==> config.mk <==
export PLATFORM = sky130hd
export DESIGN_NAME = pmc_top
export DESIGN_NICKNAME = d
export VERILOG_FILES = /design/src/rtl/pmc_top.v /design/src/rtl/pmc_sync.v
export VERILOG_INCLUDE_DIRS = /design/src /design/src/rtl
export SDC_FILE = /design/constraint.sdc
export NUM_CORES = 1
export LEC_CHECK = 0
export ABC_AREA = 0
export BUFFER_PORTS_ARGS = -buffer_cell sky130_fd_sc_hd__buf_2
export CELL_PAD_IN_SITES_DETAIL_PLACEMENT = 1
export CELL_PAD_IN_SITES_GLOBAL_PLACEMENT = 1
export CORE_AREA = 2 2 133 135
export CTS_BUF_LIST = sky130_fd_sc_hd__clkbuf_8
export DETAILED_ROUTE_END_ITERATION = 12
export DIE_AREA = 0 0 135 137
export PLACE_DENSITY = 0.83
export SYNTH_ARGS = -nofsm -noshare
export SYNTH_HDL_FRONTEND = slang
export SYNTH_HIERARCHICAL = 1
export SYNTH_SLANG_ARGS = --single-unit
==> constraint.sdc <==
create_clock -name CLK_IN -period 11.1 [get_ports CLK_IN]
set_input_delay 1.11 -clock CLK_IN [delete_from_list [all_inputs] [get_ports CLK_IN]]
set_output_delay 1.11 -clock CLK_IN [all_outputs]
set_load 0.05 [all_outputs]
==> src/rtl/pmc_map.vh <==
`ifndef PMC_MAP_VH
`define PMC_MAP_VH

// ****************************************************************
// register offsets (byte addresses)
// ****************************************************************
`define PMC_OFF_CTRL      8'h00
`define PMC_OFF_ADDR      8'h04
`define PMC_OFF_WDATA     8'h08
`define PMC_OFF_STAT      8'h0c

// ****************************************************************
// control register fields and values
// ****************************************************************
`define PMC_CTRL_RESET    32'h00000000
`define PMC_CTRL_IMPL     32'h0000bfeb
`define PMC_BIT_ON        15
`define PMC_BIT_STOP_IN_IDLE      13
`define PMC_MUX_HI        12
`define PMC_MUX_LO        11
`define PMC_BIT_TTL       10
`define PMC_BIT_WREN      9
`define PMC_BIT_RDEN      8
`define PMC_CSF_HI        7
`define PMC_CSF_LO        6
`define PMC_BIT_ALP       5
`define PMC_BIT_CSP       3
`define PMC_BIT_WRSP      1
`define PMC_BIT_RDSP      0
`define PMC_MUX_SEPARATE  2'h0
`define PMC_MUX_LOW_PINS  2'h1
`define PMC_MUX_FULL      2'h2
`define PMC_MUX_LOW_ONLY  2'h3
`define PMC_CSF_CHIPSEL   2'h2
`define PMC_STAT_BUSY     0
`define PMC_STAT_RD_LO    8
`define PMC_STAT_START    0

// ****************************************************************
// axi responses
// ****************************************************************
`define PMC_RESP_OKAY     2'h0
`define PMC_RESP_SLVERR   2'h2

// ****************************************************************
// timing
// ****************************************************************
`define PMC_CLK_MHZ       125
`define PMC_LATCH_NS      16
`define PMC_STROBE_NS     40
`define PMC_HOLD_NS       8
`define PMC_NS_TO_CYC(ns) (((ns) * `PMC_CLK_MHZ + 999) / 1000)

`endif

==> src/rtl/pmc_top.v <==
// How it works
// - enable bit 15 set activates port; clear means no external access.
// - stop-in-idle bit 13 freezes port activity while device is idle.
// - multiplex 11 puts only low address byte on data bus.
// - multiplex 10 puts both address bytes on data bus, two phases.
// - multiplex 01 muxes low byte; upper bits on lines 10:8, 14.
// - multiplex 00 keeps address and data on separate pins.
// - bit 10 stores input buffer select, TTL when 1, Schmitt when 0.
// - bit 9 enables the write strobe pin, else pin undriven.
// - bit 8 enables the read strobe pin, else pin undriven.
// - chip-select function 10 makes chip select, else address line 14.
// - bit 5 sets both address latch strobes active high or low.
// - polarity and function bits ignored while pin is an address line.
// - bits 31-16, 14, 4 and 2 read zero; writes to them ignored.
`timescale 1ns/100ps
`default_nettype none
`include "pmc_map.vh"

module pmc_top (
  // clock, reset, enable
  input  wire        CLK_IN,
  input  wire        SYS_RST_IN,
  input  wire        CE_IN,
  input  wire        IDLE_IN,
  // axi4-lite write address
  input  wire [7:0]  S_AXI_AWADDR_IN,
  input  wire        S_AXI_AWVALID_IN,
  output wire        S_AXI_AWREADY_OUT,
  // axi4-lite write data
  input  wire [31:0] S_AXI_WDATA_IN,
  input  wire [3:0]  S_AXI_WSTRB_IN,
  input  wire        S_AXI_WVALID_IN,
  output wire        S_AXI_WREADY_OUT,
  // axi4-lite write response
  output wire [1:0]  S_AXI_BRESP_OUT,
  output wire        S_AXI_BVALID_OUT,
  input  wire        S_AXI_BREADY_IN,
  // axi4-lite read address
  input  wire [7:0]  S_AXI_ARADDR_IN,
  input  wire        S_AXI_ARVALID_IN,
  output wire        S_AXI_ARREADY_OUT,
  // axi4-lite read data
  output wire [31:0] S_AXI_RDATA_OUT,
  output wire [1:0]  S_AXI_RRESP_OUT,
  output wire        S_AXI_RVALID_OUT,
  input  wire        S_AXI_RREADY_IN,
  // port data bus
  input  wire [7:0]  PORT_DATA_BUS_IN,
  output wire [7:0]  PORT_DATA_BUS_OUT,
  output wire        PORT_DATA_BUS_OEN_OUT,
  // address, chip select, latches
  output wire [15:0] PORT_ADDRESS_OUT,
  output wire        CHIP_SELECT_PIN_OUT,
  output wire        ADDRESS_LATCH_LOW_STROBE_OUT,
  output wire        ADDRESS_LATCH_HIGH_STROBE_OUT,
  // strobes
  output wire        WRITE_OR_ENABLE_STROBE_OUT,
  output wire        WRITE_OR_ENABLE_STROBE_OEN_OUT,
  output wire        READ_OR_READWRITE_STROBE_OUT,
  output wire        READ_OR_READWRITE_STROBE_OEN_OUT,
  // pad control
  output wire        INPUT_BUFFER_SELECT_OUT
);

  // ****************************************************************
  // constants
  // ****************************************************************
  localparam [2:0] ST_IDLE = 3'h0;
  localparam [2:0] ST_ALO  = 3'h1;
  localparam [2:0] ST_AHI  = 3'h2;
  localparam [2:0] ST_DATA = 3'h3;
  localparam [2:0] ST_HOLD = 3'h4;

  localparam integer LATCH_N   = `PMC_NS_TO_CYC(`PMC_LATCH_NS) - 1;
  localparam integer STROBE_N  = `PMC_NS_TO_CYC(`PMC_STROBE_NS) - 1;
  localparam integer HOLD_N    = `PMC_NS_TO_CYC(`PMC_HOLD_NS) - 1;
  localparam [3:0]   LATCH_LD  = LATCH_N[3:0];
  localparam [3:0]   STROBE_LD = STROBE_N[3:0];
  localparam [3:0]   HOLD_LD   = HOLD_N[3:0];

  // ****************************************************************
  // declarations
  // ****************************************************************
  reg  [31:0] ctrl_r;
  reg  [15:0] sw_addr_r;
  reg  [7:0]  sw_wdata_r;
  reg         aw_got_r;
  reg  [7:0]  aw_addr_r;
  reg         w_got_r;
  reg  [31:0] w_data_r;
  reg  [3:0]  w_strb_r;
  reg         bvalid_r;
  reg  [1:0]  bresp_r;
  reg         rvalid_r;
  reg  [1:0]  rresp_r;
  reg  [31:0] rdata_r;
  reg  [2:0]  state_r;
  reg  [2:0]  state_nxt;
  reg  [3:0]  cnt_r;
  reg  [3:0]  cnt_nxt;
  reg         dir_wr_r;
  reg  [15:0] addr_r;
  reg  [7:0]  wdat_r;
  reg  [7:0]  rdat_r;
  reg  [7:0]  dbus_r;
  reg         dbus_oen_r;
  reg  [15:0] pa_r;
  reg         cs_r;
  reg         all_r;
  reg         alh_r;
  reg         wr_r;
  reg         rd_r;
  reg  [7:0]  dbus_nxt;
  reg         dbus_oen_nxt;
  reg  [15:0] pa_nxt;
  reg         cs_nxt;
  reg  [31:0] rd_word;
  reg         rd_hit;
  wire [7:0]  din_sync;
  wire [31:0] byte_mask;
  wire        do_wr;
  wire        wr_hit;
  wire        port_on;
  wire        run_en;
  wire        busy;
  wire        start_wr;
  wire        start_rd;
  wire [1:0]  mux_sel;
  wire [1:0]  csf_sel;
  wire        address_latch_polarity;
  wire        lo_act;
  wire        hi_act;
  wire        wr_act;
  wire        rd_act;

  // ****************************************************************
  // field decode
  // ****************************************************************
  assign port_on = ctrl_r[`PMC_BIT_ON];
  assign mux_sel = ctrl_r[`PMC_MUX_HI:`PMC_MUX_LO];
  assign csf_sel = ctrl_r[`PMC_CSF_HI:`PMC_CSF_LO];
  assign address_latch_polarity     = ctrl_r[`PMC_BIT_ALP];
  assign busy    = (state_r != ST_IDLE);
  // engine halts when idle stop is set and the device idles
  assign run_en  = ~(ctrl_r[`PMC_BIT_STOP_IN_IDLE] & IDLE_IN);

  // ****************************************************************
  // pin synchroniser
  // ****************************************************************
  pmc_sync u_sync (
    .clk_in   (CLK_IN),
    .rst_in   (SYS_RST_IN),
    .ce_in    (CE_IN),
    .pin_in   (PORT_DATA_BUS_IN),
    .sync_out (din_sync)
  );

  // ****************************************************************
  // axi4-lite slave
  // ****************************************************************
  assign S_AXI_AWREADY_OUT = CE_IN & ~aw_got_r & ~bvalid_r;
  assign S_AXI_WREADY_OUT  = CE_IN & ~w_got_r & ~bvalid_r;
  assign S_AXI_ARREADY_OUT = CE_IN & ~rvalid_r;
  assign S_AXI_BVALID_OUT  = bvalid_r;
  assign S_AXI_BRESP_OUT   = bresp_r;
  assign S_AXI_RVALID_OUT  = rvalid_r;
  assign S_AXI_RRESP_OUT   = rresp_r;
  assign S_AXI_RDATA_OUT   = rdata_r;

  assign do_wr  = aw_got_r & w_got_r & ~bvalid_r;
  assign wr_hit = (aw_addr_r == `PMC_OFF_CTRL) |
                  (aw_addr_r == `PMC_OFF_ADDR) |
                  (aw_addr_r == `PMC_OFF_WDATA) |
                  (aw_addr_r == `PMC_OFF_STAT);
  assign byte_mask = {{8{w_strb_r[3]}}, {8{w_strb_r[2]}},
                      {8{w_strb_r[1]}}, {8{w_strb_r[0]}}};

  // transfers start only on an enabled, idle, running port
  assign start_wr = do_wr & (aw_addr_r == `PMC_OFF_WDATA) & w_strb_r[0] &
                    port_on & ~busy & run_en;
  assign start_rd = do_wr & (aw_addr_r == `PMC_OFF_STAT) & w_strb_r[0] &
                    w_data_r[`PMC_STAT_START] & port_on & ~busy &
                    run_en;

  always @* begin
    rd_hit  = 1'b1;
    rd_word = 32'h00000000;
    case (S_AXI_ARADDR_IN)
      `PMC_OFF_CTRL:  rd_word = ctrl_r & `PMC_CTRL_IMPL;
      `PMC_OFF_ADDR:  rd_word = {16'h0000, sw_addr_r};
      `PMC_OFF_WDATA: rd_word = {24'h000000, sw_wdata_r};
      `PMC_OFF_STAT:  rd_word = {16'h0000, rdat_r, 7'h00, busy};
      default:        rd_hit  = 1'b0;
    endcase
  end

  always @(posedge CLK_IN or posedge SYS_RST_IN) begin
    if (SYS_RST_IN) begin
      ctrl_r     <= `PMC_CTRL_RESET;
      sw_addr_r  <= 16'h0000;
      sw_wdata_r <= 8'h00;
      aw_got_r   <= 1'b0;
      aw_addr_r  <= 8'h00;
      w_got_r    <= 1'b0;
      w_data_r   <= 32'h00000000;
      w_strb_r   <= 4'h0;
      bvalid_r   <= 1'b0;
      bresp_r    <= `PMC_RESP_OKAY;
      rvalid_r   <= 1'b0;
      rresp_r    <= `PMC_RESP_OKAY;
      rdata_r    <= 32'h00000000;
    end else if (CE_IN) begin
      if (S_AXI_AWVALID_IN && S_AXI_AWREADY_OUT) begin
        aw_got_r  <= 1'b1;
        aw_addr_r <= S_AXI_AWADDR_IN;
      end
      if (S_AXI_WVALID_IN && S_AXI_WREADY_OUT) begin
        w_got_r  <= 1'b1;
        w_data_r <= S_AXI_WDATA_IN;
        w_strb_r <= S_AXI_WSTRB_IN;
      end
      if (do_wr) begin
        aw_got_r <= 1'b0;
        w_got_r  <= 1'b0;
        bvalid_r <= 1'b1;
        bresp_r  <= wr_hit ? `PMC_RESP_OKAY : `PMC_RESP_SLVERR;
        if (aw_addr_r == `PMC_OFF_CTRL) begin
          ctrl_r <= ((ctrl_r & ~byte_mask) | (w_data_r & byte_mask)) &
                    `PMC_CTRL_IMPL;
        end
        if (aw_addr_r == `PMC_OFF_ADDR) begin
          if (w_strb_r[0]) begin
            sw_addr_r[7:0] <= w_data_r[7:0];
          end
          if (w_strb_r[1]) begin
            sw_addr_r[15:8] <= w_data_r[15:8];
          end
        end
        if ((aw_addr_r == `PMC_OFF_WDATA) && w_strb_r[0]) begin
          sw_wdata_r <= w_data_r[7:0];
        end
      end else if (bvalid_r && S_AXI_BREADY_IN) begin
        bvalid_r <= 1'b0;
      end
      if (S_AXI_ARVALID_IN && S_AXI_ARREADY_OUT) begin
        rvalid_r <= 1'b1;
        rdata_r  <= rd_word;
        rresp_r  <= rd_hit ? `PMC_RESP_OKAY : `PMC_RESP_SLVERR;
      end else if (rvalid_r && S_AXI_RREADY_IN) begin
        rvalid_r <= 1'b0;
      end
    end
  end

  // ****************************************************************
  // access sequencer
  // ****************************************************************
  always @* begin
    state_nxt = state_r;
    cnt_nxt   = cnt_r;
    case (state_r)
      ST_IDLE: begin
        if (start_wr || start_rd) begin
          if (mux_sel == `PMC_MUX_SEPARATE) begin
            state_nxt = ST_DATA;
            cnt_nxt   = STROBE_LD;
          end else begin
            state_nxt = ST_ALO;
            cnt_nxt   = LATCH_LD;
          end
        end
      end
      ST_ALO: begin
        if (cnt_r != 4'h0) begin
          cnt_nxt = cnt_r - 4'h1;
        end else if (mux_sel == `PMC_MUX_FULL) begin
          state_nxt = ST_AHI;
          cnt_nxt   = LATCH_LD;
        end else begin
          state_nxt = ST_DATA;
          cnt_nxt   = STROBE_LD;
        end
      end
      ST_AHI: begin
        if (cnt_r != 4'h0) begin
          cnt_nxt = cnt_r - 4'h1;
        end else begin
          state_nxt = ST_DATA;
          cnt_nxt   = STROBE_LD;
        end
      end
      ST_DATA: begin
        if (cnt_r != 4'h0) begin
          cnt_nxt = cnt_r - 4'h1;
        end else begin
          state_nxt = ST_HOLD;
          cnt_nxt   = HOLD_LD;
        end
      end
      ST_HOLD: begin
        if (cnt_r != 4'h0) begin
          cnt_nxt = cnt_r - 4'h1;
        end else begin
          state_nxt = ST_IDLE;
        end
      end
      default: begin
        state_nxt = ST_IDLE;
        cnt_nxt   = 4'h0;
      end
    endcase
    // clearing the enable abandons any access in flight
    if (!port_on) begin
      state_nxt = ST_IDLE;
      cnt_nxt   = 4'h0;
    end
  end

  always @(posedge CLK_IN or posedge SYS_RST_IN) begin
    if (SYS_RST_IN) begin
      state_r  <= ST_IDLE;
      cnt_r    <= 4'h0;
      dir_wr_r <= 1'b0;
      addr_r   <= 16'h0000;
      wdat_r   <= 8'h00;
      rdat_r   <= 8'h00;
    end else if (CE_IN && (run_en || !port_on)) begin
      state_r <= state_nxt;
      cnt_r   <= cnt_nxt;
      if (state_r == ST_IDLE) begin
        dir_wr_r <= start_wr;
        addr_r   <= sw_addr_r;
        // the starting write lands in sw_wdata_r at this same edge
        wdat_r   <= start_wr ? w_data_r[7:0] : sw_wdata_r;
      end
      // synchroniser lag: read data has settled only by the end of hold
      if ((state_r == ST_HOLD) && (cnt_r == 4'h0) && !dir_wr_r) begin
        rdat_r <= din_sync;
      end
    end
  end

  // ****************************************************************
  // pin drive
  // ****************************************************************
  assign lo_act = port_on & (state_r == ST_ALO);
  assign hi_act = port_on & (state_r == ST_AHI);
  assign wr_act = port_on & (state_r == ST_DATA) & dir_wr_r;
  assign rd_act = port_on & (state_r == ST_DATA) & ~dir_wr_r;

  always @* begin
    dbus_nxt     = 8'h00;
    dbus_oen_nxt = 1'b1;
    if (lo_act) begin
      dbus_nxt     = addr_r[7:0];
      dbus_oen_nxt = 1'b0;
    end else if (hi_act) begin
      dbus_nxt     = addr_r[15:8];
      dbus_oen_nxt = 1'b0;
    end else if (port_on && dir_wr_r &&
                 ((state_r == ST_DATA) || (state_r == ST_HOLD))) begin
      dbus_nxt     = wdat_r;
      dbus_oen_nxt = 1'b0;
    end
  end

  always @* begin
    pa_nxt = 16'h0000;
    if (port_on) begin
      case (mux_sel)
        `PMC_MUX_SEPARATE: pa_nxt = addr_r;
        `PMC_MUX_LOW_PINS: pa_nxt = {1'b0, addr_r[14], 3'h0,
                                     addr_r[10:8], 8'h00};
        default:           pa_nxt = 16'h0000;
      endcase
    end
  end

  always @* begin
    if (csf_sel == `PMC_CSF_CHIPSEL) begin
      cs_nxt = (port_on & busy) ~^ ctrl_r[`PMC_BIT_CSP];
    end else begin
      // address line use: polarity has no say here
      cs_nxt = port_on & addr_r[14];
    end
  end

  always @(posedge CLK_IN or posedge SYS_RST_IN) begin
    if (SYS_RST_IN) begin
      dbus_r     <= 8'h00;
      dbus_oen_r <= 1'b1;
      pa_r       <= 16'h0000;
      cs_r       <= 1'b1;
      all_r      <= 1'b1;
      alh_r      <= 1'b1;
      wr_r       <= 1'b1;
      rd_r       <= 1'b1;
    end else if (CE_IN) begin
      dbus_r     <= dbus_nxt;
      dbus_oen_r <= dbus_oen_nxt;
      pa_r       <= pa_nxt;
      cs_r       <= cs_nxt;
      // separate mode has no latch phase, so latches rest inactive
      all_r      <= lo_act ~^ address_latch_polarity;
      alh_r      <= hi_act ~^ address_latch_polarity;
      wr_r       <= wr_act ~^ ctrl_r[`PMC_BIT_WRSP];
      rd_r       <= rd_act ~^ ctrl_r[`PMC_BIT_RDSP];
    end
  end

  assign PORT_DATA_BUS_OUT             = dbus_r;
  assign PORT_DATA_BUS_OEN_OUT         = dbus_oen_r;
  assign PORT_ADDRESS_OUT              = pa_r;
  assign CHIP_SELECT_PIN_OUT           = cs_r;
  assign ADDRESS_LATCH_LOW_STROBE_OUT  = all_r;
  assign ADDRESS_LATCH_HIGH_STROBE_OUT = alh_r;
  assign WRITE_OR_ENABLE_STROBE_OUT    = wr_r;
  assign READ_OR_READWRITE_STROBE_OUT  = rd_r;
  assign WRITE_OR_ENABLE_STROBE_OEN_OUT =
    ~(port_on & ctrl_r[`PMC_BIT_WREN]);
  assign READ_OR_READWRITE_STROBE_OEN_OUT =
    ~(port_on & ctrl_r[`PMC_BIT_RDEN]);
  assign INPUT_BUFFER_SELECT_OUT = ctrl_r[`PMC_BIT_TTL];

endmodule // pmc_top

`default_nettype wire

==> src/rtl/pmc_sync.v <==
`timescale 1ns/100ps
`default_nettype none

// ****************************************************************
// three-stage pin synchroniser, output moves once stages 2 and 3 agree
// ****************************************************************
module pmc_sync (
  // clock and reset
  input  wire       clk_in,
  input  wire       rst_in,
  input  wire       ce_in,
  // pins
  input  wire [7:0] pin_in,
  output wire [7:0] sync_out
);

  genvar i;
  generate
    for (i = 0; i < 8; i = i + 1) begin : g_bit
      reg s1_r;
      reg s2_r;
      reg s3_r;
      reg out_r;
      always @(posedge clk_in or posedge rst_in) begin
        if (rst_in) begin
          s1_r  <= 1'b0;
          s2_r  <= 1'b0;
          s3_r  <= 1'b0;
          out_r <= 1'b0;
        end else if (ce_in) begin
          s1_r <= pin_in[i];
          s2_r <= s1_r;
          s3_r <= s2_r;
          if (s2_r == s3_r) begin
            out_r <= s3_r;
          end
        end
      end
      assign sync_out[i] = out_r;
    end
  endgenerate

endmodule // pmc_sync

`default_nettype wire

After elaboration in Yosys (flattened, before gate mapping)
Index checks and enable logic that the tools add are counted. W data, S select, Z words.

Logic and storage cells: 229. Flip-flop bits (word level): 205.

Reduce and logical (&&, ||, !) cells: 52. Mux-type cells: 40. Eq/ne operators: 27. Bitwise logic cells: 49. Add/subtract/negate cells: 1.

Operators with widths (count): $pmux W16 S4 (1); $reduce_and A2 Y1 (18); $and A16 B16 Y16 (2); $eq A8 B4 Y1 const B (4); $mux W8 (4); $pmux W16 S2 (1); $and A1 B1 Y1 (28); $mux W3 (8); $mux W4 (6); $pmux W4 S5 (1); $ne A3 B3 Y1 const B (6); $eq A8 B3 Y1 const B (2); $logic_not A8 Y1 (2); $mux W16 (1); $not A16 Y16 (1); $or A16 B16 Y16 (1); $pmux W3 S5 (1); $mux W1 (14); $logic_and A1 B1 Y1 (11); $not A1 Y1 (9); $reduce_and A3 Y1 (3); $eq A1 B1 Y1 (8); $reduce_and A4 Y1 (2); $reduce_bool A2 Y1 (4); 18 further kinds (31).

Longest topological paths before layout
Depth in word-level cells: 12. Gate-level depth with buffers: 8. Depth with buffers taken out: 7.

Modules after synthesis
Netlist, hierarchy kept.

By module, submodules not included: pmc_top (times used 1, area each 7003.0 um^2, cells an instance 577); pmc_sync (times used 1, area each 1390.1 um^2, cells an instance 110).

Worst setup path before layout
Ideal clock, no wire load.

Path kind: input to output. Start: input CE_IN. End: output S_AXI_ARREADY_OUT. Required time: 9990 ps. Buffers on the path: 2. Setup slack: 7652 ps. Arrival: 2338 ps. Cell stages on the path: 4. Cells stage by stage: buf_2 clkinv_1 clkbuf_1 nor2_1.

Longest elaborated chain between the ends: 1.

RTL lines: from (decl) (RTL line pmc_top.v:23) `input wire CE_IN,`; $and A1 B1 Y1 (RTL line pmc_top.v:163) `assign S_AXI_ARREADY_OUT = CE_IN & ~rvalid_r;`; to (decl) (RTL line pmc_top.v:41) `output wire S_AXI_ARREADY_OUT,`.

No other way between the ends.

Final worst setup path
Ends and elaborated chain as after synthesis.

==> results.toml <==
[pwr]
switching_share_pct = 31.2
pwr-share-comb_pct = 16.8
p_seq_share_pct = 54.0
clkPwrFrac_pct = 29.2
p_int_uw = 1140
p_sw_uw = 516
leakage_uw = 0.00449
power_density_nw_per_um2 = 177
peakVddDrop_mv = 0.124

[clock_tree]
cts.clk_slew.worst_paths_ns = 0.09
cts_sinks = 187
cts_hold_buf = 0
cts_max_path_buffers = 2
numCtsBuffers = 17
cts-root-buf = "clkbuf_8"
cts_tree = "built"
clock_latency_ns = 0.47
ctsResizeCount = 0
cts_setup_buffers = 0
htree_num_levels = 4

[grt]
grt_overflow_total = 0
grt_pass1_vias = 5950
grt_use_total_pct = 23.2
antenna_found_initial = 0
grt_max_degree = 80
grt_pass1_wl_mm = 32.4

[floorplan]
num_io_pins = 143
core-area_sq_um = 17100
die_area_sq_um = 18500
row_count = 48
start_util_pct = 49.2
die_h_um = 137
chipWidth_um = 135

[synth]
syn_avg_cell_area_sq_um = 12.2
ys.flop_type = "dfrtp_1"
synth-edff-count = 0
yosysWarnings = 6
yosysUniqueCellTypes = 62
ys_seq_area_share_pct = 55.8
synthArstFlopShare_pct = 100
ys_ff_latch = 187
syn_area_sq_um = 8390
syn_inst = 687

[final_layout]
drive_gt1_share_pct = 36.1
area.growth.synth_to_final_pct = 11.7
multiInputGateArea_sq_um = 3350
ff_latch_area_sq_um = 4690
nets = 844
antenna_cells = 0
n_fill_cell = 1818

[drt]
viasPerCell = 5.57
first_pass_iters = 5
num_vias = 5632
routed_wl_mm = 20.4
drc = 0
routedWlPerCell_um = 20.1
antenna_left = 0
drt_iter0_drc = 384

[min_path]
hp-start = "S_AXI_RDATA_OUT[6]$_DFFE_PP0P_"
min_path_cells = 2
min_to = "S_AXI_RDATA_OUT[6]$_DFFE_PP0P_"
hold_path_class = "flip-flop to flip-flop"

[critical_path]
r2r.worst_path.cells = 4
r2r_slack_ns = 8.29
cp.required_ns = 9.99
crit_fanout = 26
timing.rr.end = "addr_r[10]$_DFFE_PP0P_"
startpoint_type = "input pin"
worstSetupPathType = "input pin to primary output"
cp-end-kind = "primary output"
worstPathArrival_ns = 2.90

[timing]
layout_min_cycle_time_ns = 4.01
finalSetupViolCount = 0
rsz0062_at_grt = "false"
timing.hold.ws_ns = 0.492
max_freq_mhz = 250
finClkSkew_ns = 0.0101
tightest_slew_ns = 1.31
hold_viol = 0
tns_ns = 0
slew_headroom_pct = 12.3
period_share_pct = 36.1
drv_slew = 0

[placed_design]
port_buffers = 106
post-dp-hpwl_mm = 14.8
gp_congestion = 0.844

[run]
cap_violations = 0

[status]
status = "finished, final reports clean"
power by group through the flow:
stage / Clock, uW / Sequential, uW / Combinational, uW
2_1_floorplan: 0 / 882 / 229
3_3_place_gp: 0 / 897 / 263
6_report: 483 / 895 / 279
3_5_place_dp: 0 / 908 / 279
4_1_cts: 493 / 896 / 282
5_1_grt: 524 / 912 / 303
cells in the mapped netlist, drive strengths merged, types with 2 or more instances:
| cell type | n | share of area (%) |
|---|---|---|
| ha | 2 | 0.30 |
| o31ai | 3 | 0.27 |
| nor2b | 7 | 0.52 |
| mux2i | 14 | 1.7 |
| dfrtp | 181 | 54 |
| nand2 | 61 | 2.8 |
| a21oi | 21 | 1.4 |
| nand3b | 5 | 0.60 |
| a22o | 14 | 1.5 |
| nand3 | 6 | 0.66 |
| o22ai | 2 | 0.15 |
| a211oi | 2 | 0.18 |
| buf | 39 | 3.3 |
| or3b | 2 | 0.21 |
| nor3 | 7 | 0.61 |
| inv | 15 | 0.67 |
| or4 | 4 | 0.40 |
| nand2b | 13 | 0.97 |
| and2 | 4 | 0.30 |
| mux2 | 116 | 16 |
| a31oi | 2 | 0.15 |
| o2bb2ai | 19 | 2.3 |
| and3b | 2 | 0.21 |
| nor2 | 28 | 1.3 |
| nand4 | 2 | 0.15 |
| o21ai | 45 | 2.7 |
| clkbuf | 21 | 0.94 |
| or3 | 2 | 0.15 |
| dfstp | 6 | 1.9 |
| a22oi | 10 | 0.89 |
| xnor2 | 5 | 0.52 |
| nor4 | 2 | 0.33 |
| or2 | 2 | 0.15 |
| a221oi | 8 | 0.83 |
stage by stage:
stage	power, uW	instance area, sq um	setup slack (ns)	util [%]	std cells
after floorplan	1110	8460	5.82	-	704
after global placement	1160	8940	7.18	52.4	979
after detailed placement	1190	8940	7.11	52.4	979
after CTS	1670	9370	7.11	55.0	1011
after global routing	1740	9370	6.96	55.0	1011
final	1660	9370	7.09	55.0	1011
metal layers:
metal	wire length [um]	GRT usage, %
met1	8640	29.5
met2	10600	40.6
met3	770	4.96
met4	359	5.96
met5	0	0
logic make-up after synthesis:
kind of cell             share of synthesized area (%)
adder cells (fa/ha/maj)                          0.298
AO/OA/AOI/OAI                                     11.1
buffers and inverters                             4.99
multiplexers                                      17.5
other                                           0.0447
AND/OR/NAND/NOR                                   9.59
flip-flops                                        55.8
XOR/XNOR                                         0.626
cell usage in the layout (no fill, tap or decap), types with 4 or more instances in the layout:
cell type	count
nand2b_1	13
conb_1	18
nor3_1	5
a21oi_1	17
o2bb2ai_1	15
nor2b_1	7
nand3b_1	4
dfrtp_1	181
a22oi_1	10
clkbuf_8	19
and2_1	4
a221oi_1	8
dfstp_2	6
a21oi_2	4
xnor2_1	5
buf_4	4
nand2_1	60
mux2_2	115
nor2_1	28
o2bb2ai_2	4
mux2i_1	14
a22o_1	14
o21ai_0	45
inv_1	16
buf_2	106
nand3_1	4
critical path, stage by stage:
cell and delay (ns):
buf_2 0.42, clkinv_1 0.78, nor2_1 0.26, buf_2 0.29
area by class of cell:
cell class                 count  share of cell area [%]
clock inverter                13                    1.78
multi-input combinational    441                    35.7
inverter                      16                   0.694
clock buffer                  19                    2.79
tap                          225                    3.00
sequential                   187                    50.0
timing repair buffer         110                    5.98
registers in the layout, indices dropped and copies added (netlist names), 8 cells and up, named ones only:
| signal | count |
|---|---|
| addr_r | 16 |
| rdat_r | 8 |
| aw_addr_r | 8 |
| u_sync/g_bit.out_r | 8 |
| u_sync/g_bit.s1_r | 8 |
| S_AXI_RDATA_OUT | 16 |
| wdat_r | 8 |
| sw_addr_r | 16 |
| w_data_r | 16 |
| PORT_DATA_BUS_OUT | 8 |
| u_sync/g_bit.s3_r | 8 |
| u_sync/g_bit.s2_r | 8 |
| sw_wdata_r | 8 |
| PORT_ADDRESS_OUT | 16 |
how the worst max path moves through the flow:
stage,from,to,slack (ns),cells after the start
6_report,CE_IN,S_AXI_ARREADY_OUT,7.09,4
5_1_grt,CE_IN,S_AXI_ARREADY_OUT,6.96,4
4_1_cts,CE_IN,S_AXI_ARREADY_OUT,7.11,4
3_5_place_dp,CE_IN,S_AXI_ARREADY_OUT,7.11,4
3_3_place_gp,CE_IN,S_AXI_ARREADY_OUT,7.18,4
2_1_floorplan,SYS_RST_IN,PORT_ADDRESS_OUT[0]$_DFFE_PP0P_,5.82,1
No activity file was read; power rests on OpenSTA's default activity.
